==> src/core/ptid_pkg.sv <==
// package: register map, field layout and reset values of the pci target window decoder
package ptid_pkg;
	localparam logic [11:0] OFF_IMG0_BOUND  = 12'h108;
	localparam logic [11:0] OFF_IMG0_XLATE  = 12'h10c;
	localparam logic [11:0] OFF_IMG1_CTRL   = 12'h114;
	localparam logic [11:0] OFF_IMG1_BASE   = 12'h118;
	localparam logic [11:0] OFF_IMG1_BOUND  = 12'h11c;
	localparam logic [11:0] OFF_IMG1_XLATE  = 12'h120;
	localparam logic [11:0] OFF_IMG2_CTRL   = 12'h128;
	localparam logic [11:0] OFF_IMG2_BASE   = 12'h12c;
	localparam logic [11:0] OFF_IMG2_BOUND  = 12'h130;
	localparam logic [11:0] OFF_IMG2_XLATE  = 12'h134;
	// control register bit positions
	localparam int POS_EN    = 31;
	localparam int POS_POST  = 30;
	localparam int POS_WIDTH = 22;
	localparam int POS_SPACE = 16;
	localparam int POS_PROG  = 14;
	localparam int POS_SUPER = 12;
	localparam int POS_BLOCK = 8;
	localparam int POS_IOSEL = 0;
	// writable bits of a control register; all others read zero
	localparam logic [31:0] CTRL_MASK   = 32'hc0c7_5101;
	localparam logic [31:0] CTRL_RESET  = 32'h0080_0000;
	localparam logic [31:0] ADDR_RESET  = 32'h0000_0000;
	localparam logic [31:0] MASK_4K     = 32'hffff_f000;
	localparam logic [31:0] MASK_64K    = 32'hffff_0000;
	// window 0 base and control are strapped outside this block
	localparam logic [31:0] IMG0_BASE_DFLT = 32'h0000_0000;
	localparam logic [31:0] IMG0_CTRL_DFLT = 32'h0080_0000;
	localparam logic [1:0] WIDTH_D64 = 2'h3;
	localparam logic [2:0] SPACE_A24 = 3'h1;
	localparam logic [2:0] SPACE_A32 = 3'h2;
	typedef enum logic [2:0] {
		PTID_XF_SINGLE = 3'b001,
		PTID_XF_BLT    = 3'b010,
		PTID_XF_MBLT   = 3'b100
	} ptid_xfer_t;
endpackage : ptid_pkg

==> src/core/ptid_window.sv <==
// one target window: range compare, translation and cycle attributes
`timescale 1ns/1ns
`default_nettype none
module ptid_window #(
	parameter int LSB = 16
) (
	input  wire logic [31:0] pciAddr,     // incoming pci address
	input  wire logic        pciIo,       // 1 for an i/o-space access
	input  wire logic [31:0] baseAddr,    // window base
	input  wire logic [31:0] boundAddr,   // window bound, zero for no limit
	input  wire logic [31:0] xlateOff,    // translation offset
	input  wire logic [31:0] ctrl,        // control word
	output logic             hit,         // window claims the address
	output logic [31:0]      vmeAddr,     // translated address
	output logic             posted,      // write is posted
	output ptid_pkg::ptid_xfer_t xferKind // transfer kind
);
	import ptid_pkg::*;
	logic [31-LSB:0] a;
	logic [31-LSB:0] b;
	logic [31-LSB:0] bnd;
	logic [2:0]      spc;
	logic [1:0]      wid;
	logic            wideSpace;
	always_comb begin
		a  = pciAddr[31:LSB];
		b  = baseAddr[31:LSB];
		bnd = boundAddr[31:LSB];
		spc = ctrl[POS_SPACE +: 3];
		wid = ctrl[POS_WIDTH +: 2];
		wideSpace = (spc == SPACE_A24) || (spc == SPACE_A32);
		hit = ctrl[POS_EN] && (pciIo == ctrl[POS_IOSEL])
			&& (a >= b) && ((bnd == '0) || (a < bnd));
		// carry out of the sum is dropped by the width of the target
		vmeAddr = {a + xlateOff[31:LSB], pciAddr[LSB-1:0]};
		// i/o accesses are never posted
		posted = ctrl[POS_POST] && !ctrl[POS_IOSEL];
		if (wideSpace && wid == WIDTH_D64) begin
			xferKind = PTID_XF_MBLT;
		end else if (wideSpace && ctrl[POS_BLOCK]) begin
			xferKind = PTID_XF_BLT;
		end else begin
			xferKind = PTID_XF_SINGLE;
		end
	end
endmodule : ptid_window
`default_nettype wire

==> src/core/ptid_regs.sv <==
// one masked read/write register with synchronous reset
`timescale 1ns/1ns
`default_nettype none
module ptid_regs #(
	parameter logic [31:0] MASK = 32'hffff_ffff,
	parameter logic [31:0] RST  = 32'h0000_0000
) (
	input  wire logic        sys_clk, // clock
	input  wire logic        rst_n,   // sync reset, active low
	input  wire logic        wrEn,    // write strobe for this register
	input  wire logic [31:0] wrData,  // write data
	output logic      [31:0] value    // stored value
);
	logic [31:0] value_q;
	logic [31:0] value_d;
	always_comb begin
		value_d = wrEn ? (wrData & MASK) : value_q;
	end
	always_ff @(posedge sys_clk) begin
		if (!rst_n) begin
			value_q <= RST;
		end else begin
			value_q <= value_d;
		end
	end
	assign value = value_q;
endmodule : ptid_regs
`default_nettype wire

==> src/core/ptid_decode.sv <==
// target window decoder top: register file, three windows, priority select
`timescale 1ns/1ns
`default_nettype none
module ptid_decode (
	input  wire logic        sys_clk,     // clock, 20 MHz
	input  wire logic        rst_n,       // sync reset, active low
	input  wire logic        regWr,       // register write strobe
	input  wire logic        regRd,       // register read strobe
	input  wire logic [11:0] regAddr,     // register byte offset
	input  wire logic [31:0] regWdata,    // register write data
	output logic      [31:0] regRdata,    // register read data
	input  wire logic [31:0] img0Base,    // window 0 base, held outside
	input  wire logic [31:0] img0Ctrl,    // window 0 control, held outside
	input  wire logic        pciValid,    // address phase present
	input  wire logic [31:0] pciAddr,     // pci address
	input  wire logic        pciIo,       // 1 for i/o space access
	output logic             claim,       // some window claims the access
	output logic [1:0]       imageSel,    // claiming window
	output logic [31:0]      vmeAddr,     // translated vme address
	output logic             posted,      // posted write
	output logic [1:0]       vmeWidth,    // max data width code
	output logic [2:0]       vmeSpace,    // vme address space code
	output logic             programAm,   // program modifier selected
	output logic             superAm,     // supervisor modifier selected
	output ptid_pkg::ptid_xfer_t xferKind,// transfer kind
	output logic             spaceBad     // reserved space code in claiming window
);
	import ptid_pkg::*;
	localparam int NW = 3;
	localparam logic [31:0] CTRL_WMASK = CTRL_MASK;

	logic [31:0] bound0, xlate0;
	logic [31:0] ctl1, base1, bound1, xlate1;
	logic [31:0] ctl2, base2, bound2, xlate2;
	logic [31:0] rd_d, rd_q;

	ptid_regs #(.MASK(MASK_4K), .RST(ADDR_RESET)) u_bnd0 (
		.sys_clk(sys_clk), .rst_n(rst_n), .wrEn(regWr && regAddr == OFF_IMG0_BOUND),
		.wrData(regWdata), .value(bound0));
	ptid_regs #(.MASK(MASK_4K), .RST(ADDR_RESET)) u_to0 (
		.sys_clk(sys_clk), .rst_n(rst_n), .wrEn(regWr && regAddr == OFF_IMG0_XLATE),
		.wrData(regWdata), .value(xlate0));
	ptid_regs #(.MASK(CTRL_WMASK), .RST(CTRL_RESET)) u_ct1 (
		.sys_clk(sys_clk), .rst_n(rst_n), .wrEn(regWr && regAddr == OFF_IMG1_CTRL),
		.wrData(regWdata), .value(ctl1));
	ptid_regs #(.MASK(MASK_64K), .RST(ADDR_RESET)) u_base1 (
		.sys_clk(sys_clk), .rst_n(rst_n), .wrEn(regWr && regAddr == OFF_IMG1_BASE),
		.wrData(regWdata), .value(base1));
	ptid_regs #(.MASK(MASK_64K), .RST(ADDR_RESET)) u_bnd1 (
		.sys_clk(sys_clk), .rst_n(rst_n), .wrEn(regWr && regAddr == OFF_IMG1_BOUND),
		.wrData(regWdata), .value(bound1));
	ptid_regs #(.MASK(MASK_64K), .RST(ADDR_RESET)) u_to1 (
		.sys_clk(sys_clk), .rst_n(rst_n), .wrEn(regWr && regAddr == OFF_IMG1_XLATE),
		.wrData(regWdata), .value(xlate1));
	ptid_regs #(.MASK(CTRL_WMASK), .RST(CTRL_RESET)) u_ct2 (
		.sys_clk(sys_clk), .rst_n(rst_n), .wrEn(regWr && regAddr == OFF_IMG2_CTRL),
		.wrData(regWdata), .value(ctl2));
	ptid_regs #(.MASK(MASK_64K), .RST(ADDR_RESET)) u_base2 (
		.sys_clk(sys_clk), .rst_n(rst_n), .wrEn(regWr && regAddr == OFF_IMG2_BASE),
		.wrData(regWdata), .value(base2));
	ptid_regs #(.MASK(MASK_64K), .RST(ADDR_RESET)) u_bnd2 (
		.sys_clk(sys_clk), .rst_n(rst_n), .wrEn(regWr && regAddr == OFF_IMG2_BOUND),
		.wrData(regWdata), .value(bound2));
	ptid_regs #(.MASK(MASK_64K), .RST(ADDR_RESET)) u_to2 (
		.sys_clk(sys_clk), .rst_n(rst_n), .wrEn(regWr && regAddr == OFF_IMG2_XLATE),
		.wrData(regWdata), .value(xlate2));

	// read mux; unmapped offsets return zero
	always_comb begin
		case (regAddr)
			OFF_IMG0_BOUND: rd_d = bound0;
			OFF_IMG0_XLATE: rd_d = xlate0;
			OFF_IMG1_CTRL:  rd_d = ctl1;
			OFF_IMG1_BASE:  rd_d = base1;
			OFF_IMG1_BOUND: rd_d = bound1;
			OFF_IMG1_XLATE: rd_d = xlate1;
			OFF_IMG2_CTRL:  rd_d = ctl2;
			OFF_IMG2_BASE:  rd_d = base2;
			OFF_IMG2_BOUND: rd_d = bound2;
			OFF_IMG2_XLATE: rd_d = xlate2;
			default:        rd_d = 32'h0000_0000;
		endcase
		if (!regRd) begin
			rd_d = rd_q;
		end
	end
	always_ff @(posedge sys_clk) begin
		if (!rst_n) begin
			rd_q <= 32'h0000_0000;
		end else begin
			rd_q <= rd_d;
		end
	end
	assign regRdata = rd_q;

	// window instances
	logic [31:0] wBase  [NW];
	logic [31:0] wBound [NW];
	logic [31:0] wXlate [NW];
	logic [31:0] wCtrl  [NW];
	logic        wHit   [NW];
	logic [31:0] wVme   [NW];
	logic        wPost  [NW];
	ptid_xfer_t  wXfer  [NW];
	always_comb begin
		wBase[0] = img0Base & MASK_4K;
		wBound[0] = bound0;
		wXlate[0] = xlate0;
		wCtrl[0] = img0Ctrl & CTRL_MASK;
		wBase[1] = base1;
		wBound[1] = bound1;
		wXlate[1] = xlate1;
		wCtrl[1] = ctl1;
		wBase[2] = base2;
		wBound[2] = bound2;
		wXlate[2] = xlate2;
		wCtrl[2] = ctl2;
	end
	genvar gi;
	generate
		for (gi = 0; gi < NW; gi++) begin : g_win
			ptid_window #(.LSB(gi == 0 ? 12 : 16)) u_win (
				.pciAddr(pciAddr), .pciIo(pciIo),
				.baseAddr(wBase[gi]), .boundAddr(wBound[gi]),
				.xlateOff(wXlate[gi]), .ctrl(wCtrl[gi]),
				.hit(wHit[gi]), .vmeAddr(wVme[gi]),
				.posted(wPost[gi]), .xferKind(wXfer[gi]));
		end
	endgenerate

	// lowest-numbered hitting window wins; overlap is a software error
	logic        claim_d, claim_q;
	logic [1:0]  sel_d, sel_q;
	logic [31:0] vme_d, vme_q;
	logic        post_d, post_q, prg_d, prg_q, sup_d, sup_q, bad_d, bad_q;
	logic [1:0]  wid_d, wid_q;
	logic [2:0]  spc_d, spc_q;
	ptid_xfer_t  xf_d, xf_q;
	logic [31:0] c;
	always_comb begin
		claim_d = 1'b0;
		sel_d = 2'h0;
		for (int i = NW - 1; i >= 0; i--) begin
			if (pciValid && wHit[i]) begin
				claim_d = 1'b1;
				sel_d = 2'(i);
			end
		end
		c = wCtrl[sel_d];
		vme_d = claim_d ? wVme[sel_d] : 32'h0000_0000;
		post_d = claim_d && wPost[sel_d];
		wid_d = c[POS_WIDTH +: 2];
		spc_d = c[POS_SPACE +: 3];
		prg_d = c[POS_PROG];
		sup_d = c[POS_SUPER];
		xf_d = claim_d ? wXfer[sel_d] : PTID_XF_SINGLE;
		// codes 011 and 100 reserved everywhere, 101 valid only on window 2
		bad_d = claim_d && ((spc_d == 3'h3) || (spc_d == 3'h4)
			|| (spc_d == 3'h5 && sel_d != 2'h2));
	end
	always_ff @(posedge sys_clk) begin
		if (!rst_n) begin
			claim_q <= 1'b0;
			sel_q <= 2'h0;
			vme_q <= 32'h0000_0000;
			post_q <= 1'b0;
			wid_q <= 2'h2;
			spc_q <= 3'h0;
			prg_q <= 1'b0;
			sup_q <= 1'b0;
			xf_q <= PTID_XF_SINGLE;
			bad_q <= 1'b0;
		end else begin
			claim_q <= claim_d;
			sel_q <= sel_d;
			vme_q <= vme_d;
			post_q <= post_d;
			wid_q <= wid_d;
			spc_q <= spc_d;
			prg_q <= prg_d;
			sup_q <= sup_d;
			xf_q <= xf_d;
			bad_q <= bad_d;
		end
	end
	assign claim = claim_q;
	assign imageSel = sel_q;
	assign vmeAddr = vme_q;
	assign posted = post_q;
	assign vmeWidth = wid_q;
	assign vmeSpace = spc_q;
	assign programAm = prg_q;
	assign superAm = sup_q;
	assign xferKind = xf_q;
	assign spaceBad = bad_q;

	a_claim_range: assert property (@(posedge sys_clk) disable iff (!rst_n)
		(claim && imageSel == 2'h1) |-> $past(pciAddr[31:16] >= base1[31:16]))
		else $error("window 1 claimed below base");
	a_disabled_none: assert property (@(posedge sys_clk) disable iff (!rst_n)
		(claim && imageSel == 2'h2) |-> $past(ctl2[POS_EN]))
		else $error("disabled window 2 claimed");
	a_bound_limit: assert property (@(posedge sys_clk) disable iff (!rst_n)
		(claim && imageSel == 2'h1) |->
		$past(bound1[31:16] == 16'h0000 || pciAddr[31:16] < bound1[31:16]))
		else $error("window 1 claimed at or above bound");
	a_xlate_sum: assert property (@(posedge sys_clk) disable iff (!rst_n)
		(claim && imageSel == 2'h2) |->
		vmeAddr[31:16] == 16'($past(pciAddr[31:16]) + $past(xlate2[31:16])))
		else $error("window 2 translation wrong");
	a_io_coupled: assert property (@(posedge sys_clk) disable iff (!rst_n)
		(claim && $past(pciIo)) |-> !posted)
		else $error("i/o access posted");
	a_space_match: assert property (@(posedge sys_clk) disable iff (!rst_n)
		(claim && imageSel == 2'h1) |-> $past(pciIo) == $past(ctl1[POS_IOSEL]))
		else $error("window 1 claimed wrong pci space");
	a_mblt_wide: assert property (@(posedge sys_clk) disable iff (!rst_n)
		(xferKind == PTID_XF_MBLT) |-> vmeWidth == WIDTH_D64)
		else $error("mblt without 64-bit width");
	a_blt_gate: assert property (@(posedge sys_clk) disable iff (!rst_n)
		(xferKind == PTID_XF_BLT) |->
		(vmeSpace == SPACE_A24 || vmeSpace == SPACE_A32) && vmeWidth != WIDTH_D64)
		else $error("block transfer outside A24/A32");
	a_reserved_zero: assert property (@(posedge sys_clk) disable iff (!rst_n)
		$past(regRd && regAddr == OFF_IMG1_BASE) |-> regRdata[15:0] == 16'h0000)
		else $error("reserved base bits read nonzero");
endmodule : ptid_decode
`default_nettype wire

==> config.mk <==
export PLATFORM = sky130hd
export DESIGN_NAME = ptid_decode
export DESIGN_NICKNAME = d
export VERILOG_FILES = /design/src/core/ptid_pkg.sv /design/src/core/ptid_window.sv /design/src/core/ptid_regs.sv /design/src/core/ptid_decode.sv
export SDC_FILE = /design/constraint.sdc
export NUM_CORES = 1
export LEC_CHECK = 0
export ABC_AREA = 1
export ABC_CLOCK_PERIOD_IN_PS = 5000
export BUFFER_PORTS_ARGS = -buffer_cell sky130_fd_sc_hd__buf_2
export CAP_MARGIN = 20
export CORE_ASPECT_RATIO = 1.2
export CORE_MARGIN = 3
export CORE_UTILIZATION = 50
export CTS_CLUSTER_SIZE = 10
export DETAILED_ROUTE_END_ITERATION = 6
export PLACE_DENSITY = 0.7
export SYNTH_ARGS = -nofsm -noshare
export SYNTH_HDL_FRONTEND = slang
export SYNTH_SLANG_ARGS = --single-unit
==> constraint.sdc <==
create_clock -name sys_clk -period 5 [get_ports sys_clk]
set_input_delay 0.25 -clock sys_clk [delete_from_list [all_inputs] [get_ports sys_clk]]
set_output_delay 0.25 -clock sys_clk [all_outputs]
set_load 0.05 [all_outputs]
==> impl_metrics.env, run 1 <==
export IMPL_outcome="finished clean"
export IMPL_die_x_microns=160
export IMPL_synth_edf_count=0
export IMPL_timing_slew_headroom_pct=12.2
export IMPL_clock_sinks=227
export IMPL_crit_path_start_kind="flop"
export IMPL_leakage_nw=7.05
export IMPL_number_of_slew_limit_violations_in_the_final_report=0
export IMPL_worst_min_delay_path_class="input port to flop"
export IMPL_detailedRoute_firstIterationViolations=1163
export IMPL_flip_flop_and_latch_count_after_synthesis=227
export IMPL_maximum_number_of_pins_on_one_net_before_global_route_repair=85
export IMPL_crit_reg2reg_launch="u_base1.value[31]"
export IMPL_ant_nets=0
export IMPL_cell_type_group_with_the_largest_total_delay_on_the_critical_path="simple AND/OR/NAND/NOR gates"
export IMPL_dpl_hpwl_microns=39200
export IMPL_syn_area_per_cell_sq_um=7.16
export IMPL_areaGrowthSynthToFinish_pct=13.8
export IMPL_cp_max_fo=21
export IMPL_cts_tree="done"
export IMPL_antenna_found_initial=1
export IMPL_area_sequential_sq_um=4540
export IMPL_worstMarginPinSlew_ns=1.30
export IMPL_max_stage_delay_ns=0.52
export IMPL_synthFlopType="dfxtp_1"
export IMPL_end_kind="flop"
export IMPL_timing_final_ws_setup_ns=1.60
export IMPL_leading_cell_type_in_the_layout_fill_and_taps_excluded="nand2_1"
export IMPL_port_buffer_count=171
export IMPL_net_count_of_the_finished_layout=2438
export IMPL_die_area_sq_um=30600
export IMPL_power_per_cell_area_nw_per_um2=252
export IMPL_avgViaCountPerCell=5.71
export IMPL_finalCriticalPeriod_ns=3.40
export IMPL_pre_cts_ws_ns=1.69
export IMPL_path_type_of_the_worst_setup_path="flop to flop"
export IMPL_row_count=67
export IMPL_setup_violations=0
export IMPL_crit_slowest_cell="nor3_1"
export IMPL_worst_endpoint_required_ns=5.44
export IMPL_global_route_overflow_total=0
export IMPL_grt_setup_unrepaired="no"
export IMPL_report_final_hold_viol_count=0
export IMPL_gp_congestion=1.03
export IMPL_detail_route_drc_violations=0
export IMPL_critPathMostFrequentCell="nand2_1"
export IMPL_effective_utilization_at_floorplan_pct=51.0
export IMPL_grt_first_pass_wirelength_microns=76600
export IMPL_max_cap_violations=0
export IMPL_design_core_area_sq_um=28000
export IMPL_yosys_warn_count=0
export IMPL_ys_async_sr_fraction_pct=0
export IMPL_detail_route_first_pass_iterations=6
export IMPL_most_common_layout_cells="nand2_1, a21oi_1, inv_1"
export IMPL_irDropWorstVdd_v=0.000216
export IMPL_critical_path_n_buffers_inverters=3
export IMPL_final_cell_count_no_fill=2523
export IMPL_timing_critical_path_cells="inv_1 -> ha_1 -> nand4_1 -> nor3_1 -> nand2_1 -> a21oi_4 -> nand3_2 -> buf_4 -> inv_2 -> nand2_1 -> o21ai_0 -> nand2_1 -> a21oi_1"
export IMPL_track_usage_pct=32.1
export IMPL_post_route_period_util_pct=67.9
export IMPL_achievable_frequency_ghz=0.295
export IMPL_fin_tns_setup_ns=0
export IMPL_die_height_microns=191
export IMPL_rrSetupSlack_ns=1.60
export IMPL_tritoncts_num_buffers=27
export IMPL_ctsRootBufferMaster="clkbuf_16"
export IMPL_post_cts_setup_buffers=0
export IMPL_placedCellCount=2468
export IMPL_max_clock_path_buffers=3
export IMPL_worst_ep_arrival_time_ns=3.84
export IMPL_wl_microns=51200
export IMPL_worst_hold_start="pciAddr[12]"
export IMPL_worst_setup_path_startpoint="u_base1.value[31]"
export IMPL_fin_skew_ns=0.0228
export IMPL_insertion_delay_ns=0.56
export IMPL_synthCells=1992
export IMPL_fillCellCount=2729
export IMPL_htree_num_levels=1
export IMPL_netlist_area_sq_um=14300
export IMPL_final_total_power_w=0.00410
export IMPL_vias=14400
export IMPL_cts_reportedPaths_clkPinSlew_ns=0.05
export IMPL_postCtsResizedCells=0
export IMPL_synth_sequential_area_ratio_pct=31.8
export IMPL_pin_count=225
export IMPL_synth_cell_types=57
export IMPL_wl_per_cell_microns=20.3
export IMPL_hold_ws_ns=0.00990
export IMPL_post_route_cells_drive_above_1_share_pct=11.8
export IMPL_grt_pass1_vias=13700
export IMPL_multiInputGateArea_sq_um=8240
-- metal layers --
layer | vias up | global-route usage (%) | routed length [microns]
met5 | - | 0 | 0
met1 | 6613 | 39.5 | 20300
met4 | 0 | 18.9 | 3380
met2 | 626 | 53.8 | 23400
li1 | 7019 | - | -
met3 | 148 | 4.40 | 4160
-- cells in the mapped netlist (3+ instances only) --
cell type | number | area [sq um]
xor2_1 | 23 | 201
a31oi_1 | 9 | 56.3
nor3_2 | 5 | 50.1
nor2_2 | 3 | 18.8
buf_2 | 7 | 35.0
nor3_1 | 14 | 70.1
clkbuf_1 | 58 | 218
xnor2_1 | 15 | 131
fa_1 | 3 | 60.1
a211oi_1 | 21 | 158
o22ai_1 | 50 | 313
buf_4 | 12 | 90.1
nand2_1 | 291 | 1090
nor4_1 | 12 | 75.1
o21bai_1 | 6 | 45.0
buf_1 | 6 | 22.5
o211ai_1 | 6 | 45.0
nor3b_1 | 3 | 22.5
inv_2 | 9 | 33.8
o221ai_1 | 6 | 52.6
nand2_2 | 5 | 31.3
o21ai_1 | 16 | 80.1
buf_6 | 6 | 67.6
nor2_1 | 144 | 541
o21ai_0 | 190 | 951
ha_1 | 150 | 1880
dfxtp_1 | 227 | 4540
a221oi_1 | 10 | 87.6
nand4_1 | 18 | 113
nand3_1 | 54 | 270
o21ai_2 | 3 | 26.3
o2111ai_1 | 6 | 52.6
a21o_1 | 7 | 52.6
o21a_1 | 7 | 52.6
o41ai_1 | 5 | 43.8
a21oi_1 | 283 | 1420
inv_1 | 277 | 1040
-- final cells by class --
class / instances / area share (%)
antenna: 1 / 0.0154
clock buffer: 30 / 4.41
clock inverter: 3 / 0.339
inverter: 288 / 6.66
multi-input combinational: 1397 / 50.8
sequential: 227 / 28.0
tap: 379 / 2.92
timing repair buffer: 198 / 6.92
-- power by group --
part | leakage (nW) | switching (W) | internal, W
combinational | 4.84 | 0.000324 | 0.000153
sequential | 1.83 | 0.00000172 | 0.00182
clock | 0.382 | 0.000751 | 0.00105
total | 7.05 | 0.00108 | 0.00302
-- kinds of logic (layout without fill, tap and decap cells) --
kind of cell / count (synthesis) / after routing / share of synthesized area [%]
adders and majority gates: 153 / 153 / 13.6
DFF: 227 / 227 / 31.8
buffers and inverters: 377 / 519 / 10.6
and+or+nand+nor: 563 / 563 / 17.0
other: 1 / 11 / 0.0263
xor gates and xnor gates: 38 / 38 / 2.33
AOI/OAI and AO/OA: 633 / 633 / 24.6
-- sequential cells by signal (all words and copies together) (netlist names), 11 cells and up --
register and flops:
u_ct1.value 11, regRdata 22, u_ct2.value 11, u_bnd2.value 16, u_base1.value 16, u_to0.value 20, u_to2.value 16, u_bnd0.value 20
u_to1.value 16, u_bnd1.value 16, vmeAddr 32, u_base2.value 16
-- final timing paths --
| kind | to | cells after the start |
|---|---|---|
| setup / recovery | vmeAddr[31] | 13 |
| hold / removal | vmeAddr[12] | 3 |
| setup reg to reg | vmeAddr[31] | 13 |
| hold reg to reg | regRdata[24] | 2 |
-- through the flow --
step	utilization (%)	area, sq um
3_3_place_gp	54.5	15200
2_1_floorplan	-	14300
6_report	58.0	16200
5_1_grt	58.0	16200
3_5_place_dp	54.5	15200
4_1_cts	57.9	16200
-- timing repair --
item,4_1_cts,5_1_grt
setup endpoints to repair,0,0
hold endpoints to repair,21,0
hold buffers,19,0
-- worst reg2reg max path: stages, from the launching register on --
cell     delay, ns
dfxtp_1       0.33
inv_1         0.07
ha_1          0.31
nand4_1       0.13
nor3_1        0.52
nand2_1       0.23
a21oi_4       0.27
nand3_2       0.28
buf_4         0.32
inv_2         0.33
nand2_1       0.12
o21ai_0       0.09
nand2_1       0.07
a21oi_1       0.22
Note: power is estimated with default switching activity, not from simulation.
==> run 2: changes to the inputs <==
ABC_CLOCK_PERIOD_IN_PS = 3200   (was 5000)
clock period = 3.2 ns   (was 5 ns; I/O delays follow)
==> run 2 against run 1 <==
  * Final area increased by 2.8%
  * Worst setup slack got worse by 1.2 ns
  * Hold slack improved by 0.010 ns
  * Largest cell class unchanged
  * Register-to-register slack got worse by 1.2 ns
  * Non-clock buffer count increased by 59
  * Wire length increased by 2.5%
  * Core utilization increased by 1.6 points
  * Count of clock-buffer cells in the layout increased by 7
  * Global-route usage increased by 0.80 points
  * Total power increased by 55%
  * Via count increased by 2.0%
==> impl_metrics.env, run 2 (synthesis results as in run 1) <==
export IMPL_outcome="finished clean"
export IMPL_max_stage_delay_ns=0.33
export IMPL_insertion_delay_ns=0.54
export IMPL_critical_path_n_buffers_inverters=4
export IMPL_leakage_nw=7.30
export IMPL_gp_congestion=1.05
export IMPL_crit_path_start_kind="flop"
export IMPL_areaGrowthSynthToFinish_pct=17.1
export IMPL_detail_route_first_pass_iterations=7
export IMPL_maximum_number_of_pins_on_one_net_before_global_route_repair=67
export IMPL_number_of_slew_limit_violations_in_the_final_report=0
export IMPL_path_depth_of_the_worst_reg2reg_path=14
export IMPL_pin_count=225
export IMPL_postCtsResizedCells=0
export IMPL_port_buffer_count=171
export IMPL_setup_violations=0
export IMPL_fin_skew_ns=0.0130
export IMPL_final_total_power_w=0.00636
export IMPL_die_height_microns=191
export IMPL_antenna_found_initial=1
export IMPL_crit_slowest_cell="dfxtp_1"
export IMPL_worst_ep_arrival_time_ns=3.28
export IMPL_effective_utilization_at_floorplan_pct=51.0
export IMPL_grt_first_pass_wirelength_microns=78000
export IMPL_power_per_cell_area_nw_per_um2=381
export IMPL_avgViaCountPerCell=5.68
export IMPL_fillCellCount=2662
export IMPL_vias=14700
export IMPL_crit_reg2reg_launch="u_base1.value[31]"
export IMPL_cell_type_group_with_the_largest_total_delay_on_the_critical_path="simple AND/OR/NAND/NOR gates"
export IMPL_cts_tree="done"
export IMPL_global_route_overflow_total=0
export IMPL_cts_reportedPaths_clkPinSlew_ns=0.06
export IMPL_finalCriticalPeriod_ns=2.83
export IMPL_largest_reg_flops=32
export IMPL_worst_endpoint_required_ns=3.64
export IMPL_max_cap_violations=0
export IMPL_grt_setup_unrepaired="no"
export IMPL_worst_min_delay_path_class="input port to flop"
export IMPL_irDropWorstVdd_v=0.000306
export IMPL_tritoncts_num_buffers=27
export IMPL_worstMarginPinSlew_ns=0.990
export IMPL_cell_depth_of_the_worst_hold_path=3
export IMPL_wl_per_cell_microns=20.3
export IMPL_post_cts_hold_buffer_count=35
export IMPL_end_kind="flop"
export IMPL_ctsRootBufferMaster="clkbuf_16"
export IMPL_dpl_hpwl_microns=40400
export IMPL_path_type_of_the_worst_setup_path="flop to flop"
export IMPL_post_route_cells_drive_above_1_share_pct=13.3
export IMPL_rrSetupSlack_ns=0.37
export IMPL_clock_sinks=227
export IMPL_critPathMostFrequentCell="nand2_1"
export IMPL_timing_slew_headroom_pct=33.8
export IMPL_timing_rr_end="vmeAddr[31]"
export IMPL_achievable_frequency_ghz=0.353
export IMPL_wl_microns=52500
export IMPL_cp_max_fo=15
export IMPL_row_count=67
export IMPL_net_count_of_the_finished_layout=2497
export IMPL_detailedRoute_firstIterationViolations=1240
export IMPL_most_common_layout_cells="nand2_1, a21oi_1, inv_1"
export IMPL_holdPathEnd="u_bnd2.value[26]"
export IMPL_fin_tns_setup_ns=0
export IMPL_ant_nets=0
export IMPL_design_core_area_sq_um=28000
export IMPL_timing_critical_path_cells="inv_1 -> ha_1 -> nand4_1 -> nor3_1 -> buf_4 -> nand2_1 -> a21oi_4 -> nand3_2 -> inv_2 -> buf_12 -> nand2_1 -> o21ai_0 -> nand2_1 -> a21oi_1"
export IMPL_grt_pass1_vias=13800
export IMPL_htree_num_levels=1
export IMPL_track_usage_pct=32.9
export IMPL_post_cts_setup_buffers=0
export IMPL_die_x_microns=160
export IMPL_detail_route_drc_violations=0
export IMPL_max_clock_path_buffers=3
export IMPL_finish_utilization_pct=59.7
export IMPL_leading_cell_type_in_the_layout_fill_and_taps_excluded="nand2_1"
export IMPL_die_area_sq_um=30600
export IMPL_worst_hold_start="regWdata[26]"
export IMPL_post_route_period_util_pct=88.6
export IMPL_report_final_hold_viol_count=0
## run 2: worst max path at each step
stage / start / endpoint / slack [ns] / depth (start not counted)
5_1_grt: u_base2.value[27] / spaceBad / 0.18 / 15
2_1_floorplan: u_to1.value[16] / vmeAddr[24] / 1.10 / 10
6_report: u_base1.value[31] / vmeAddr[31] / 0.37 / 14
3_3_place_gp: pciAddr[27] / spaceBad / 0.37 / 15
3_5_place_dp: pciAddr[27] / spaceBad / 0.36 / 15
4_1_cts: u_base1.value[31] / vmeAddr[31] / 0.43 / 14
## run 2: worst min-delay path, delay by kind of cell
family / cells / cell delay [ns]
buffers and inverters: 1 / 0.18
AO/OA/AOI/OAI: 1 / 0.05
AND/OR/NAND/NOR: 1 / 0.12
## run 2: stage by stage
stage | instance area (sq um) | cells | setup slack, ns | hold slack, ns
after detailed placement | 15600 | 2513 | 0.362 | 0.378
after floorplan | 14300 | 2001 | 1.10 | 0.272
after CTS | 16700 | 2586 | 0.432 | 0.00116
after global placement | 15600 | 2513 | 0.370 | 0.379
final | 16700 | 2587 | 0.365 | 0.0203
after global routing | 16700 | 2587 | 0.179 | 0.0348
## run 2: final cells by class
cell class	instances	area, sq um	share of cell area, %
clock inverter	1	8.76	0.0524
tap	379	474	2.84
sequential	227	4540	27.2
timing repair buffer	257	1600	9.60
multi-input combinational	1397	8240	49.4
antenna	1	2.50	0.0150
inverter	288	1080	6.48
clock buffer	37	743	4.45
## run 2: per-layer routing
| layer | vias up | track usage (%) | part of all wire [%] |
|---|---|---|---|
| met5 | - | 0 | 0 |
| met4 | 0 | 18.7 | 6.6 |
| met3 | 169 | 4.46 | 6.9 |
| met2 | 629 | 56.0 | 46 |
| met1 | 6749 | 40.1 | 40 |
| li1 | 7149 | - | - |
## run 2: power breakdown
group	internal [W]	switching [W]
clock	0.00158	0.00116
combinational	0.000263	0.000510
sequential	0.00284	0.00000304
